<file path="src/core/eil_pkg.sv">
// constants and register map of the encoder index latch unit
package eil_pkg;

    // ==========================================================
    // register indices; byte address is four times the index
    localparam logic [5:0] IDX_SWITCH_MODE   = 6'h34;
    localparam logic [5:0] IDX_SWITCH_STATUS = 6'h35;
    localparam logic [5:0] IDX_RAMP_CAPTURE  = 6'h36;
    localparam logic [5:0] IDX_ENC_CONFIG    = 6'h38;
    localparam logic [5:0] IDX_ENC_COUNTER   = 6'h39;
    localparam logic [5:0] IDX_STEP_CONST    = 6'h3A;
    localparam logic [5:0] IDX_ENC_STATUS    = 6'h3B;
    localparam logic [5:0] IDX_INDEX_CAPTURE = 6'h3C;
    localparam logic [5:0] IDX_DEV_LIMIT     = 6'h3D;
    localparam logic [5:0] IDX_LEFT_LIMIT    = 6'h3E;
    localparam logic [5:0] IDX_RIGHT_LIMIT   = 6'h3F;

    // ==========================================================
    // reset values
    localparam logic [31:0] STEP_CONST_RESET = 32'h0001_0000;
    localparam logic [31:0] ZERO_RESET       = 32'h0000_0000;

    // ==========================================================
    // encoder_config fields
    localparam int ENC_CFG_W     = 11;
    localparam int CFG_POL_A     = 0;
    localparam int CFG_POL_B     = 1;
    localparam int CFG_POL_N     = 2;
    localparam int CFG_IGNORE_QUADRATURE_LEVELS = 3;
    localparam int CFG_ALWAYS    = 4;
    localparam int CFG_ONCE      = 5;
    localparam int CFG_EDGE_LO   = 6;
    localparam int CFG_CLEAR     = 8;
    localparam int CFG_LATCH_X   = 9;
    localparam int CFG_DECIMAL   = 10;

    // index edge select codes
    localparam logic [1:0] EDGE_LEVEL = 2'h0;
    localparam logic [1:0] EDGE_ACT   = 2'h1;
    localparam logic [1:0] EDGE_INACT = 2'h2;
    localparam logic [1:0] EDGE_BOTH  = 2'h3;

    // ==========================================================
    // switch_mode_config fields
    localparam int SWITCH_MODE_CONFIG_W     = 15;
    localparam int SW_STOP_L_EN  = 0;
    localparam int SW_STOP_R_EN  = 1;
    localparam int SW_POL_L      = 2;
    localparam int SW_POL_R      = 3;
    localparam int SW_SWAP       = 4;
    localparam int SW_LATCH_L_A  = 5;
    localparam int SW_LATCH_L_I  = 6;
    localparam int SW_LATCH_R_A  = 7;
    localparam int SW_LATCH_R_I  = 8;
    localparam int SW_LATCH_ENC  = 9;
    localparam int SW_VSTOP_L_EN = 12;
    localparam int SW_VSTOP_R_EN = 13;
    localparam int SW_VSTOP_ENC  = 14;

    // ==========================================================
    // status bit positions
    localparam int ST_STOP_L  = 0;
    localparam int ST_STOP_R  = 1;
    localparam int ST_LATCH_L = 2;
    localparam int ST_LATCH_R = 3;
    localparam int ST_VSTOP_L = 14;
    localparam int ST_VSTOP_R = 15;
    localparam int ES_INDEX   = 0;
    localparam int ES_DEV     = 1;

    // ==========================================================
    // fraction moduli
    localparam logic [16:0] FRAC_MOD_BIN = 17'h1_0000;
    localparam logic [16:0] FRAC_MOD_DEC = 17'h0_2710;
    localparam int DEV_LIMIT_W = 20;

endpackage : eil_pkg

</file>
<file path="src/core/eil_encoder_index_latch.sv">
// encoder counter, index latch, switch latch and virtual stops
`timescale 1ns/1ps
module eil_encoder_index_latch
    import eil_pkg::*;
(
    input  wire logic        ref_clk,
    input  wire logic        sys_rst,
    input  wire logic [7:0]  avs_address,
    input  wire logic        avs_read,
    input  wire logic        avs_write,
    input  wire logic [31:0] avs_writedata,
    input  wire logic [3:0]  avs_byteenable,
    output logic      [31:0] avs_readdata,
    output logic             avs_waitrequest,
    input  wire logic        enc_a,
    input  wire logic        enc_b,
    input  wire logic        enc_n,
    input  wire logic        ref_left,
    input  wire logic        ref_right,
    input  wire logic [31:0] ramp_actual_position,
    output logic             stop_left,
    output logic             stop_right,
    output logic             virtual_stop_left,
    output logic             virtual_stop_right,
    output logic             index_event
);

    typedef enum logic [1:0] {
        RD_IDLE = 2'b01,
        RD_DONE = 2'b10
    } eil_rd_state_t;

    typedef struct packed {
        eil_rd_state_t          rd_state;
        logic [31:0]            rdata;
        logic [SWITCH_MODE_CONFIG_W-1:0]   switch_mode_config;
        logic [ENC_CFG_W-1:0]   enc_cfg;
        logic [31:0]            pos;
        logic [15:0]            frac;
        logic [31:0]            step_const;
        logic [31:0]            index_cap;
        logic [31:0]            latched_ramp_position;
        logic [DEV_LIMIT_W-1:0] dev_limit;
        logic [31:0]            lim_l;
        logic [31:0]            lim_r;
        logic                   n_event;
        logic                   dev_warn;
        logic                   latch_l;
        logic                   latch_r;
        logic                   once_armed;
        logic                   qual_prev;
        logic                   sw_l_act;
        logic                   sw_r_act;
        logic                   vstop_l;
        logic                   vstop_r;
        logic                   stop_l;
        logic                   stop_r;
        logic                   idx_pulse;
    } eil_state_t;

    eil_state_t s_reg;
    eil_state_t s_next;

    logic a_level;
    logic b_level;
    logic step;
    logic step_up;

    // ==========================================================
    // byte lane merge for register writes
    function automatic logic [31:0] be_merge(input logic [31:0] old_v,
                                             input logic [31:0] new_v,
                                             input logic [3:0]  be);
        logic [31:0] r;
        r = old_v;
        for (int i = 0; i < 4; i++)
        begin
            if (be[i])
                r[i*8 +: 8] = new_v[i*8 +: 8];
        end
        return r;
    endfunction : be_merge

    eil_quad_decoder u_quad (
        .ref_clk (ref_clk),
        .sys_rst (sys_rst),
        .enc_a   (enc_a),
        .enc_b   (enc_b),
        .a_level (a_level),
        .b_level (b_level),
        .step    (step),
        .step_up (step_up)
    );

    // ==========================================================
    // next state
    always_comb
    begin
        logic [16:0] fsum;
        logic [16:0] modv;
        logic [31:0] istep;
        logic [31:0] sel_pos;
        logic [32:0] diff;
        logic [32:0] mag;
        logic [31:0] wd;
        logic [5:0]  idx;
        logic        carry;
        logic        n_act;
        logic        qual;
        logic        qual_evt;
        logic        do_cap;
        logic        l_raw;
        logic        r_raw;
        logic        l_act;
        logic        r_act;
        logic        l_evt;
        logic        r_evt;
        fsum     = '0;
        modv     = FRAC_MOD_BIN;
        istep    = '0;
        sel_pos  = '0;
        diff     = '0;
        mag      = '0;
        wd       = '0;
        idx      = avs_address[7:2];
        carry    = 1'b0;
        n_act    = 1'b0;
        qual     = 1'b0;
        qual_evt = 1'b0;
        do_cap   = 1'b0;
        l_raw    = 1'b0;
        r_raw    = 1'b0;
        l_act    = 1'b0;
        r_act    = 1'b0;
        l_evt    = 1'b0;
        r_evt    = 1'b0;
        s_next   = s_reg;
        s_next.idx_pulse = 1'b0;

        modv = s_reg.enc_cfg[CFG_DECIMAL] ? FRAC_MOD_DEC : FRAC_MOD_BIN;
        if (step)
        begin
            if (step_up)
            begin
                fsum = {1'b0, s_reg.frac} + {1'b0, s_reg.step_const[15:0]};
                if (fsum >= modv)
                begin
                    fsum  = fsum - modv;
                    carry = 1'b1;
                end
            end
            else
            begin
                fsum = {1'b0, s_reg.frac} - {1'b0, s_reg.step_const[15:0]};
                if (fsum[16])
                begin
                    fsum  = fsum + modv;
                    carry = 1'b1;
                end
            end
            istep = {{16{s_reg.step_const[31]}}, s_reg.step_const[31:16]}
                    + {31'h0000_0000, carry};
            s_next.pos  = step_up ? s_reg.pos + istep : s_reg.pos - istep;
            s_next.frac = fsum[15:0];
        end

        n_act = (enc_n == s_reg.enc_cfg[CFG_POL_N]);
        qual  = n_act & (s_reg.enc_cfg[CFG_IGNORE_QUADRATURE_LEVELS] |
                ((a_level == s_reg.enc_cfg[CFG_POL_A]) &&
                 (b_level == s_reg.enc_cfg[CFG_POL_B])));
        s_next.qual_prev = qual;
        case (s_reg.enc_cfg[CFG_EDGE_LO +: 2])
            EDGE_LEVEL: qual_evt = qual;
            EDGE_ACT:   qual_evt = qual & ~s_reg.qual_prev;
            EDGE_INACT: qual_evt = ~qual & s_reg.qual_prev;
            EDGE_BOTH:  qual_evt = qual ^ s_reg.qual_prev;
            default:    qual_evt = 1'b0;
        endcase

        do_cap = qual_evt & s_reg.enc_cfg[CFG_ALWAYS];
        if (qual_evt && s_reg.enc_cfg[CFG_ONCE] && s_reg.once_armed)
        begin
            do_cap            = 1'b1;
            s_next.once_armed = 1'b0;
        end
        if (do_cap)
        begin
            s_next.index_cap = s_reg.pos;
            if (s_reg.enc_cfg[CFG_CLEAR])
            begin
                s_next.pos  = '0;
                s_next.frac = '0;
            end
            if (s_reg.enc_cfg[CFG_LATCH_X])
                s_next.latched_ramp_position = ramp_actual_position;
        end

        // reference switches, swap then polarity
        l_raw = s_reg.switch_mode_config[SW_SWAP] ? ref_right : ref_left;
        r_raw = s_reg.switch_mode_config[SW_SWAP] ? ref_left : ref_right;
        l_act = l_raw ^ s_reg.switch_mode_config[SW_POL_L];
        r_act = r_raw ^ s_reg.switch_mode_config[SW_POL_R];
        s_next.sw_l_act = l_act;
        s_next.sw_r_act = r_act;
        l_evt = (s_reg.switch_mode_config[SW_LATCH_L_A] & l_act & ~s_reg.sw_l_act) |
                (s_reg.switch_mode_config[SW_LATCH_L_I] & ~l_act & s_reg.sw_l_act);
        r_evt = (s_reg.switch_mode_config[SW_LATCH_R_A] & r_act & ~s_reg.sw_r_act) |
                (s_reg.switch_mode_config[SW_LATCH_R_I] & ~r_act & s_reg.sw_r_act);
        if (l_evt || r_evt)
        begin
            s_next.latched_ramp_position = ramp_actual_position;
            if (s_reg.switch_mode_config[SW_LATCH_ENC])
                s_next.index_cap = s_reg.pos;
        end

        sel_pos = s_reg.switch_mode_config[SW_VSTOP_ENC] ? s_reg.pos : ramp_actual_position;
        s_next.vstop_l = $signed(sel_pos) <= $signed(s_reg.lim_l);
        s_next.vstop_r = $signed(sel_pos) >= $signed(s_reg.lim_r);
        s_next.stop_l  = (l_act & s_reg.switch_mode_config[SW_STOP_L_EN]) |
                         (s_next.vstop_l & s_reg.switch_mode_config[SW_VSTOP_L_EN]);
        s_next.stop_r  = (r_act & s_reg.switch_mode_config[SW_STOP_R_EN]) |
                         (s_next.vstop_r & s_reg.switch_mode_config[SW_VSTOP_R_EN]);

        diff = {s_reg.pos[31], s_reg.pos} -
               {ramp_actual_position[31], ramp_actual_position};
        mag  = diff[32] ? (33'h0_0000_0000 - diff) : diff;

        // ======================================================
        // register writes; hardware set beats software clear
        wd = avs_writedata;
        if (avs_write)
        begin
            if (idx == IDX_SWITCH_MODE)
                s_next.switch_mode_config = SWITCH_MODE_CONFIG_W'(be_merge({17'h0_0000, s_reg.switch_mode_config},
                                                     wd, avs_byteenable));
            else if (idx == IDX_SWITCH_STATUS && avs_byteenable[0])
            begin
                if (wd[ST_LATCH_L])
                    s_next.latch_l = 1'b0;
                if (wd[ST_LATCH_R])
                    s_next.latch_r = 1'b0;
            end
            else if (idx == IDX_ENC_CONFIG)
            begin
                s_next.enc_cfg    = ENC_CFG_W'(be_merge({21'h00_0000, s_reg.enc_cfg},
                                                        wd, avs_byteenable));
                s_next.once_armed = 1'b1;
            end
            else if (idx == IDX_ENC_COUNTER)
                s_next.pos = be_merge(s_next.pos, wd, avs_byteenable);
            else if (idx == IDX_STEP_CONST)
                s_next.step_const = be_merge(s_reg.step_const, wd, avs_byteenable);
            else if (idx == IDX_ENC_STATUS && avs_byteenable[0])
            begin
                if (wd[ES_INDEX])
                    s_next.n_event = 1'b0;
                if (wd[ES_DEV])
                    s_next.dev_warn = 1'b0;
            end
            else if (idx == IDX_DEV_LIMIT)
                s_next.dev_limit = DEV_LIMIT_W'(be_merge({12'h000, s_reg.dev_limit},
                                                         wd, avs_byteenable));
            else if (idx == IDX_LEFT_LIMIT)
                s_next.lim_l = be_merge(s_reg.lim_l, wd, avs_byteenable);
            else if (idx == IDX_RIGHT_LIMIT)
                s_next.lim_r = be_merge(s_reg.lim_r, wd, avs_byteenable);
        end

        // latch ready set on left or right event
        if (l_evt)
            s_next.latch_l = 1'b1;
        if (r_evt)
            s_next.latch_r = 1'b1;
        if (qual_evt)
        begin
            s_next.n_event   = 1'b1;
            s_next.idx_pulse = 1'b1;
        end
        if (s_reg.dev_limit != '0 && mag > {13'h0000, s_reg.dev_limit})
            s_next.dev_warn = 1'b1;

        // ======================================================
        // read: one wait state, data registered
        case (s_reg.rd_state)
            RD_IDLE:
            begin
                if (avs_read)
                begin
                    s_next.rd_state = RD_DONE;
                    if (idx == IDX_SWITCH_MODE)
                        s_next.rdata = {17'h0_0000, s_reg.switch_mode_config};
                    else if (idx == IDX_SWITCH_STATUS)
                        s_next.rdata = {16'h0000, s_reg.vstop_r, s_reg.vstop_l,
                                        10'h000, s_reg.latch_r, s_reg.latch_l,
                                        s_reg.sw_r_act, s_reg.sw_l_act};
                    else if (idx == IDX_RAMP_CAPTURE)
                        s_next.rdata = s_reg.latched_ramp_position;
                    else if (idx == IDX_ENC_CONFIG)
                        s_next.rdata = {21'h00_0000, s_reg.enc_cfg};
                    else if (idx == IDX_ENC_COUNTER)
                        s_next.rdata = s_reg.pos;
                    else if (idx == IDX_STEP_CONST)
                        s_next.rdata = s_reg.step_const;
                    else if (idx == IDX_ENC_STATUS)
                        s_next.rdata = {30'h0000_0000, s_reg.dev_warn, s_reg.n_event};
                    else if (idx == IDX_INDEX_CAPTURE)
                        s_next.rdata = s_reg.index_cap;
                    else if (idx == IDX_DEV_LIMIT)
                        s_next.rdata = {12'h000, s_reg.dev_limit};
                    else if (idx == IDX_LEFT_LIMIT)
                        s_next.rdata = s_reg.lim_l;
                    else if (idx == IDX_RIGHT_LIMIT)
                        s_next.rdata = s_reg.lim_r;
                    else
                        s_next.rdata = ZERO_RESET;
                end
            end
            default:
            begin
                s_next.rd_state = RD_IDLE;
            end
        endcase
    end

    // ==========================================================
    // state register
    always_ff @(posedge ref_clk)
    begin
        if (sys_rst)
        begin
            s_reg            <= '0;
            s_reg.rd_state   <= RD_IDLE;
            s_reg.step_const <= STEP_CONST_RESET;
        end
        else
            s_reg <= s_next;
    end

    // reads stall one cycle; writes complete at once
    assign avs_waitrequest    = avs_read & (s_reg.rd_state == RD_IDLE);
    assign avs_readdata       = s_reg.rdata;
    assign stop_left          = s_reg.stop_l;
    assign stop_right         = s_reg.stop_r;
    assign virtual_stop_left  = s_reg.vstop_l;
    assign virtual_stop_right = s_reg.vstop_r;
    assign index_event        = s_reg.idx_pulse;

endmodule : eil_encoder_index_latch

</file>
<file path="src/core/eil_quad_decoder.sv">
// quadrature decoder producing step pulses and direction
`timescale 1ns/1ps
module eil_quad_decoder
    import eil_pkg::*;
(
    input  wire logic ref_clk,
    input  wire logic sys_rst,
    input  wire logic enc_a,
    input  wire logic enc_b,
    output logic      a_level,
    output logic      b_level,
    output logic      step,
    output logic      step_up
);

    typedef struct packed {
        logic a;
        logic b;
        logic step;
        logic up;
    } eil_qd_state_t;

    eil_qd_state_t s_reg;
    eil_qd_state_t s_next;

    // ==========================================================
    // gray transitions; illegal double jumps are dropped
    always_comb
    begin
        s_next      = s_reg;
        s_next.a    = enc_a;
        s_next.b    = enc_b;
        s_next.step = 1'b0;
        case ({s_reg.a, s_reg.b, enc_a, enc_b})
            4'b0010, 4'b1011, 4'b1101, 4'b0100:
            begin
                s_next.step = 1'b1;
                s_next.up   = 1'b1;
            end
            4'b0001, 4'b0111, 4'b1110, 4'b1000:
            begin
                s_next.step = 1'b1;
                s_next.up   = 1'b0;
            end
            default:
            begin
                s_next.step = 1'b0;
            end
        endcase
    end

    always_ff @(posedge ref_clk)
    begin
        if (sys_rst)
            s_reg <= '0;
        else
            s_reg <= s_next;
    end

    assign a_level = s_reg.a;
    assign b_level = s_reg.b;
    assign step    = s_reg.step;
    assign step_up = s_reg.up;

endmodule : eil_quad_decoder

</file>
<file path="config.mk">
export PLATFORM = sky130hd
export DESIGN_NAME = eil_encoder_index_latch
export DESIGN_NICKNAME = d
export VERILOG_FILES = /design/src/core/eil_pkg.sv /design/src/core/eil_encoder_index_latch.sv /design/src/core/eil_quad_decoder.sv
export SDC_FILE = /design/constraint.sdc
export NUM_CORES = 1
export LEC_CHECK = 0
export ABC_AREA = 1
export ABC_CLOCK_PERIOD_IN_PS = 7000
export BUFFER_PORTS_ARGS = -buffer_cell sky130_fd_sc_hd__buf_2
export CORE_ASPECT_RATIO = 0.6
export CORE_MARGIN = 2
export CORE_UTILIZATION = 55
export DETAILED_ROUTE_END_ITERATION = 8
export PLACE_DENSITY = 0.73
export RECOVER_POWER = 25
export SLEW_MARGIN = 20
export SYNTH_ARGS = -nofsm -noshare
export SYNTH_HDL_FRONTEND = slang
export SYNTH_SLANG_ARGS = --single-unit
</file>
<file path="constraint.sdc">
create_clock -name ref_clk -period 7 [get_ports ref_clk]
set_clock_uncertainty 0.05 [all_clocks]
set_input_delay 1.05 -clock ref_clk [delete_from_list [all_inputs] [get_ports ref_clk]]
set_output_delay 1.05 -clock ref_clk [all_outputs]
set_load 0.02 [all_outputs]
</file>
# Yosys cells after proc, flatten, opt, wreduce, memory -nomap -nowiden
# Index checks and enable logic that the tools add are counted.
# totals
register_bits	305
inputBits	85
output_inout_bits	38
word_cells	250
# classes
n_addsub	9
order_cmp	4
n_eq_ne	38
muxes	64
bitwise	40
n_reduce_logical	53
# op_table
op	n
32-bit two-way mux	20
48-bit two-way mux	3
64-bit two-way mux	2
6-bit == test (second input constant)	11
16-bit two-way mux	3
11-bit AND reduction	4
10-bit AND reduction	4
33-bit by 20-bit > comparator with 1-bit output	1
33-bit two-way mux	1
1-bit by 33-bit subtractor with 33-bit output (first input constant)	1
32-bit by 32-bit subtractor with 33-bit output	1
32-bit adder	1
32-bit >= comparator	1
32-bit <= comparator	1
8-bit two-way mux	4
32-bit subtractor	1
2-bit nonzero test	15
7-bit AND reduction	4
9-bit AND reduction	3
2-bit inequality test (second input constant)	11
1-bit two-way mux	20
20-bit nonzero test	1
16-bit by 16-bit adder with 17-bit output	1
16-bit by 2-bit adder with 17-bit output	1
32 further kinds	93

# Depth between registers and ports, before layout
# depth
depth_word	17
mapped_depth	49
mapped_depth_nobuf	48

# Modules after synthesis
# A second synthesis with hierarchy kept.
# hier_totals
cells_unflattened	3695
hier_area_um2	23822.8
# modules_own_cells
module	n_inst	cells_per_inst	area_per_inst_um2	seq_area_each_um2
eil_encoder_index_latch	1	3665	23622.7	6025.8
eil_quad_decoder	1	30	200.2	80.1

# Worst setup path before layout
# OpenSTA, ideal clock, no wires.
# synth_timing
path_kind	reg2reg
from	reg s_reg[161] (netlist bit)
to	reg s_reg[232] (netlist bit)
setup_ns	0.132
arrival_time_ns	6.220
required_ns	6.818
path_slack_ns	0.598
path_stages_with_launch	40
n_path_buf	0
synth_period_minus_slack_ns	6.402
path_cell_list	dfxtp_1 -> ha_1 -> inv_1 -> fa_1 -> o21ai_2 -> a31oi_1 -> nor2_1 -> nor2_1 -> xor2_1 -> ha_1 -> a21oi_1 -> inv_1 -> o21ai_1 -> nand2_1 -> nor2_4 -> nand3_1 -> o21a_1 -> ha_1 -> [... 4 more ...] -> nor2_1 -> nand2_1 -> nor3_1 -> nand3_1 -> nor4_4 -> or2_1 -> xor2_1 -> inv_1 -> ha_1 -> a21oi_1 -> inv_1 -> a31oi_1 -> nand2_1 -> a21boi_1 -> o21ai_0 -> xor2_1 -> o21ai_0 -> a21oi_1
# synth_between
elab_chain_cells	17
word_cells_on_any_way	20
classes_between	add/sub: 5; order compare: 1; mux: 14
# synth_rtl
element	line	text
start, declared	eil_encoder_index_latch.sv:61	eil_state_t s_reg;
start signal, assigned	eil_encoder_index_latch.sv:336	s_reg <= s_next;
16-bit by 16-bit adder with 17-bit output	eil_encoder_index_latch.sv:145	fsum = {1'b0, s_reg.frac} + {1'b0, s_reg.step_const[15:0]};
17-bit >= comparator	eil_encoder_index_latch.sv:146	if (fsum >= modv)
1-bit two-way mux	eil_encoder_index_latch.sv:146	
1-bit two-way mux (*)	eil_encoder_index_latch.sv:143	if (step_up)
1-bit two-way mux (*)	eil_encoder_index_latch.sv:141	if (step)
16-bit by 2-bit adder with 17-bit output (*)	eil_encoder_index_latch.sv:162	+ {31'h0000_0000, carry};
32-bit subtractor or 32-bit adder (tied branches)	eil_encoder_index_latch.sv:163	s_next.pos = step_up ? s_reg.pos + istep : s_reg.pos - istep;
32-bit two-way mux (*)	eil_encoder_index_latch.sv:163	
48-bit two-way mux (*)	eil_encoder_index_latch.sv:141	
48-bit two-way mux	eil_encoder_index_latch.sv:189	if (s_reg.enc_cfg[CFG_CLEAR])
48-bit two-way mux (*)	eil_encoder_index_latch.sv:186	if (do_cap)
8-bit two-way mux	eil_encoder_index_latch.sv:78	if (be[i])
32-bit two-way mux	eil_encoder_index_latch.sv:249	else if (idx == IDX_ENC_COUNTER)
32-bit two-way mux	eil_encoder_index_latch.sv:243	else if (idx == IDX_ENC_CONFIG)
32-bit two-way mux	eil_encoder_index_latch.sv:236	else if (idx == IDX_SWITCH_STATUS && avs_byteenable[0])
32-bit two-way mux	eil_encoder_index_latch.sv:233	if (idx == IDX_SWITCH_MODE)
32-bit two-way mux (*)	eil_encoder_index_latch.sv:231	if (avs_write)
# Mark *: on every way between the ends. The rest lies on a longest branch, timed or not. The select of a mux whose other input is x is not followed.
# A chain may end at the register's enable or synchronous reset.

# Worst setup path after layout
# layout_timing
from	reg s_reg[193] (netlist bit)
to	reg s_reg[240] (netlist bit)
# The elaborated chain is that of the path after synthesis.

==> results.cfg <==
[timing]
finalCritPeriodShare_pct = 96.4
finalCriticalPeriod_ps = 6740
slew_viol_final = 0
headroom_to_the_max_slew_limit_pct = 23.3
final-setup-viol-count = 0
highest_clock_frequency_the_design_can_meet_mhz = 148
worst_pin_slew_ps = 1150
finalWorstSetupSlack_ps = 255
finalHoldViolCount = 0
rsz0062_at_grt = true
finalSetupTns_ps = 0

[worst_setup_path]
class_of_the_most_critical_setup_path = flip-flop to flip-flop
timing.critical_path.from_type = flip-flop
worst_path_max_delay_cell = sky130_fd_sc_hd__ha_1
cp.arrival_ps = 7150
critical_path_required_ps = 7410
worstReg2RegStart = s_reg[193]
rr_worst_depth = 45
worst-r2r-setup-slack_ps = 260
worst_path_largest_cell_delay_ps = 400
crit_path_max_fanout = 6
setup.worst_path.end_class = flip-flop
r2r-end = s_reg[240]

[global_routing]
first_pass_grt_wire_length_mm = 135
grt_remaining_overflow = 0
grt_pass1_vias = 22600
antenna_found_initial = 8
maximum_number_of_pins_on_one_net_before_global_route_repair = 170
globalRouteTotalUtil_pct = 39.1

[synth]
synth.ff_latch_count = 305
synth-edff-count = 0
netlist_instances = 3671
synth_ff_type = sky130_fd_sc_hd__dfxtp_1
avgSynthCellArea_um2 = 6.51
synth.net_count = 3960
synth_area_mm2 = 0.0239
synth_cell_types = 60
synth_top_cells_by_area = sky130_fd_sc_hd__dfxtp_1 (26%), sky130_fd_sc_hd__nand2_1 (12%), sky130_fd_sc_hd__ha_1 (10%), sky130_fd_sc_hd__a21oi_1 (9.3%), sky130_fd_sc_hd__o21ai_0 (7.8%)
yosysWarnings = 0
synth_sequential_area_ratio_pct = 25.5
async_flop_share_pct = 0
synth.largest_area_cell = sky130_fd_sc_hd__dfxtp_1
synth_top_cell_area_share_pct = 25.5

[hold_path]
worstHoldStart = s_reg[130]
worst_hold_path.endpoint = s_reg[130]
whs_path_depth = 2
hold_path.class = flip-flop to flip-flop

[route]
post_route_antenna_net_violation_count = 0
dr_drc_count = 0
route.vias.total = 26200
routed_wire_length_per_instance_um = 20.6
detail_route.vias_per_cell = 5.91
detail_route.first_pass.iterations = 7
dr.first_iter.drc_count = 3507
detail_route.wirelength_mm = 91.4

[floorplan]
core_area_mm2 = 0.0431
die-area_mm2 = 0.0452
die_w_um = 273
floorplan.rows = 59
die_h_um = 165
io_pins = 123
initial_core_utilization_pct = 55.5

[cells_and_area]
fillers = 4122
final_cell_mix = sky130_fd_sc_hd__nand2_1 (749), sky130_fd_sc_hd__inv_1 (480), sky130_fd_sc_hd__a21oi_1 (433)
most_frequent_standard_cell_in_the_layout_excluding_fill_and_tap_cells = sky130_fd_sc_hd__nand2_1
multi_input_area_mm2 = 0.0155
largest_register_ff_count = 264
post_route_cells_drive_above_1_share_pct = 14.4
final_nets = 4111
postLayoutCellArea_mm2 = 0.0272
area_growth_syn_to_layout_pct = 13.6
sequential_cell_area_mm2 = 0.00612

[power_and_ir_drop]
internal-power_mw = 4.32
power.net_switching_mw = 3.47
power.density_cell_area_mw_per_mm2 = 287
pwr-share-clk_pct = 22.0
power_frac_comb_pct = 53.0
vdd_drop_max_uv = 210
power_switching_share_pct = 44.5
totalPowerFinal_mw = 7.79
p_leak_nw = 12.4
power_share_of_the_sequential_group_pct = 25.0

[run]
max_cap_violations = 0

[clocking]
cts_tree = yes
cts_hold_repair.buffers = 0
clk_tree_root_cell = sky130_fd_sc_hd__clkbuf_16
clk_latency_ps = 600
cts_buffers = 31
total_number_of_h_tree_levels = 1
clkSlewWorstSetupHoldPaths_ps = 70
cts.sink_count = 305
clock_tree.buffer_depth = 3

[place]
gp_congestion = 1.06
placed_area_mm2 = 0.0255
pre_cts_ws_ps = -151
post-dp-hpwl_mm = 70.7
port_buffers = 120

[run_status]
outcome = finished clean
-- worst max-delay path, delay by kind of cell (launching register included) --
family	cells	cell delay (ps)
xor+xnor	1	270
buf+inv	7	570
simple gates	20	2310
fa+ha+maj	6	1530
compound gates	11	1530
flops	1	370
-- routing by layer --
layer	vias to the layer above	global-route usage, %	wire length (um)
li1	12500	-	-
met1	11900	57.6	40000
met3	176	15.5	15000
met4	4	11.2	2950
met5	-	0	32
met2	1613	51.1	33400
-- per-stage QoR --
step           utilization [%]  std cells  hold slack (ps)
2_1_floorplan                -       3671              374
3_3_place_gp              59.2       4352              390
3_5_place_dp              59.2       4352              396
4_1_cts                   61.6       4409              405
5_1_grt                   63.0       4429              433
6_report                  63.0       4430              408
-- cells by family after synthesis --
logic type               count (synthesis)  share of synthesized area (%)
AND/OR/NAND/NOR                       1360                           24.7
AO/OA/AOI/OAI                         1011                           23.3
buffers and inverters                  684                           11.5
flip-flops                             305                           25.5
adder cells (fa/ha/maj)                204                           10.8
XOR/XNOR                               107                           4.23
-- final cells by class --
cell class / instances / area share (%)
Clock buffer: 42 / 3.30
Inverter: 526 / 7.28
Timing Repair Buffer: 276 / 6.60
Tap cell: 579 / 2.67
Antenna cell: 5 / 0.0461
Multi-Input combinational cell: 2682 / 57.1
Clock inverter: 15 / 0.461
Sequential cell: 305 / 22.5
-- power by group through the flow --
stage | logic (mW) | registers [mW] | clock network [mW]
3_5_place_dp | 3.78 | 1.96 | 0
5_1_grt | 4.56 | 1.94 | 1.78
3_3_place_gp | 3.73 | 1.96 | 0
6_report | 4.13 | 1.94 | 1.71
2_1_floorplan | 2.57 | 1.90 | 0
4_1_cts | 3.81 | 1.92 | 1.70
-- cells in the mapped netlist, drive strengths merged (9+ instances only) --
cell type / instances
ha: 200
xnor2: 21
o2111ai: 21
a22oi: 9
o22ai: 15
o211ai: 33
nand3: 182
buf: 54
clkbuf: 104
dfxtp: 305
nor3: 31
nand2: 777
nor4: 10
nor2: 297
o221ai: 22
nand4: 37
inv: 520
o21ai: 390
or2: 12
o21bai: 11
xor2: 86
nand3b: 9
a31oi: 20
a21oi: 454
-- how the worst max path moves through the flow --
stage,cells after the start,endpoint,start,slack (ps)
2_1_floorplan,39,s_reg[232],s_reg[161],600
5_1_grt,43,s_reg[240],s_reg[193],-220
3_3_place_gp,43,s_reg[239],s_reg[170],10
6_report,45,s_reg[240],s_reg[193],260
4_1_cts,44,s_reg[240],s_reg[193],7
3_5_place_dp,41,s_reg[239],s_reg[170],-150
-- what timing repair did --
item | in CTS | in global routing
pin swaps | 0 | 27
setup buffers | 0 | 16
resized for setup | 4 | 104
endpoints found under the setup margin | 10 | 21
Power figures use the tool's default switching activity.
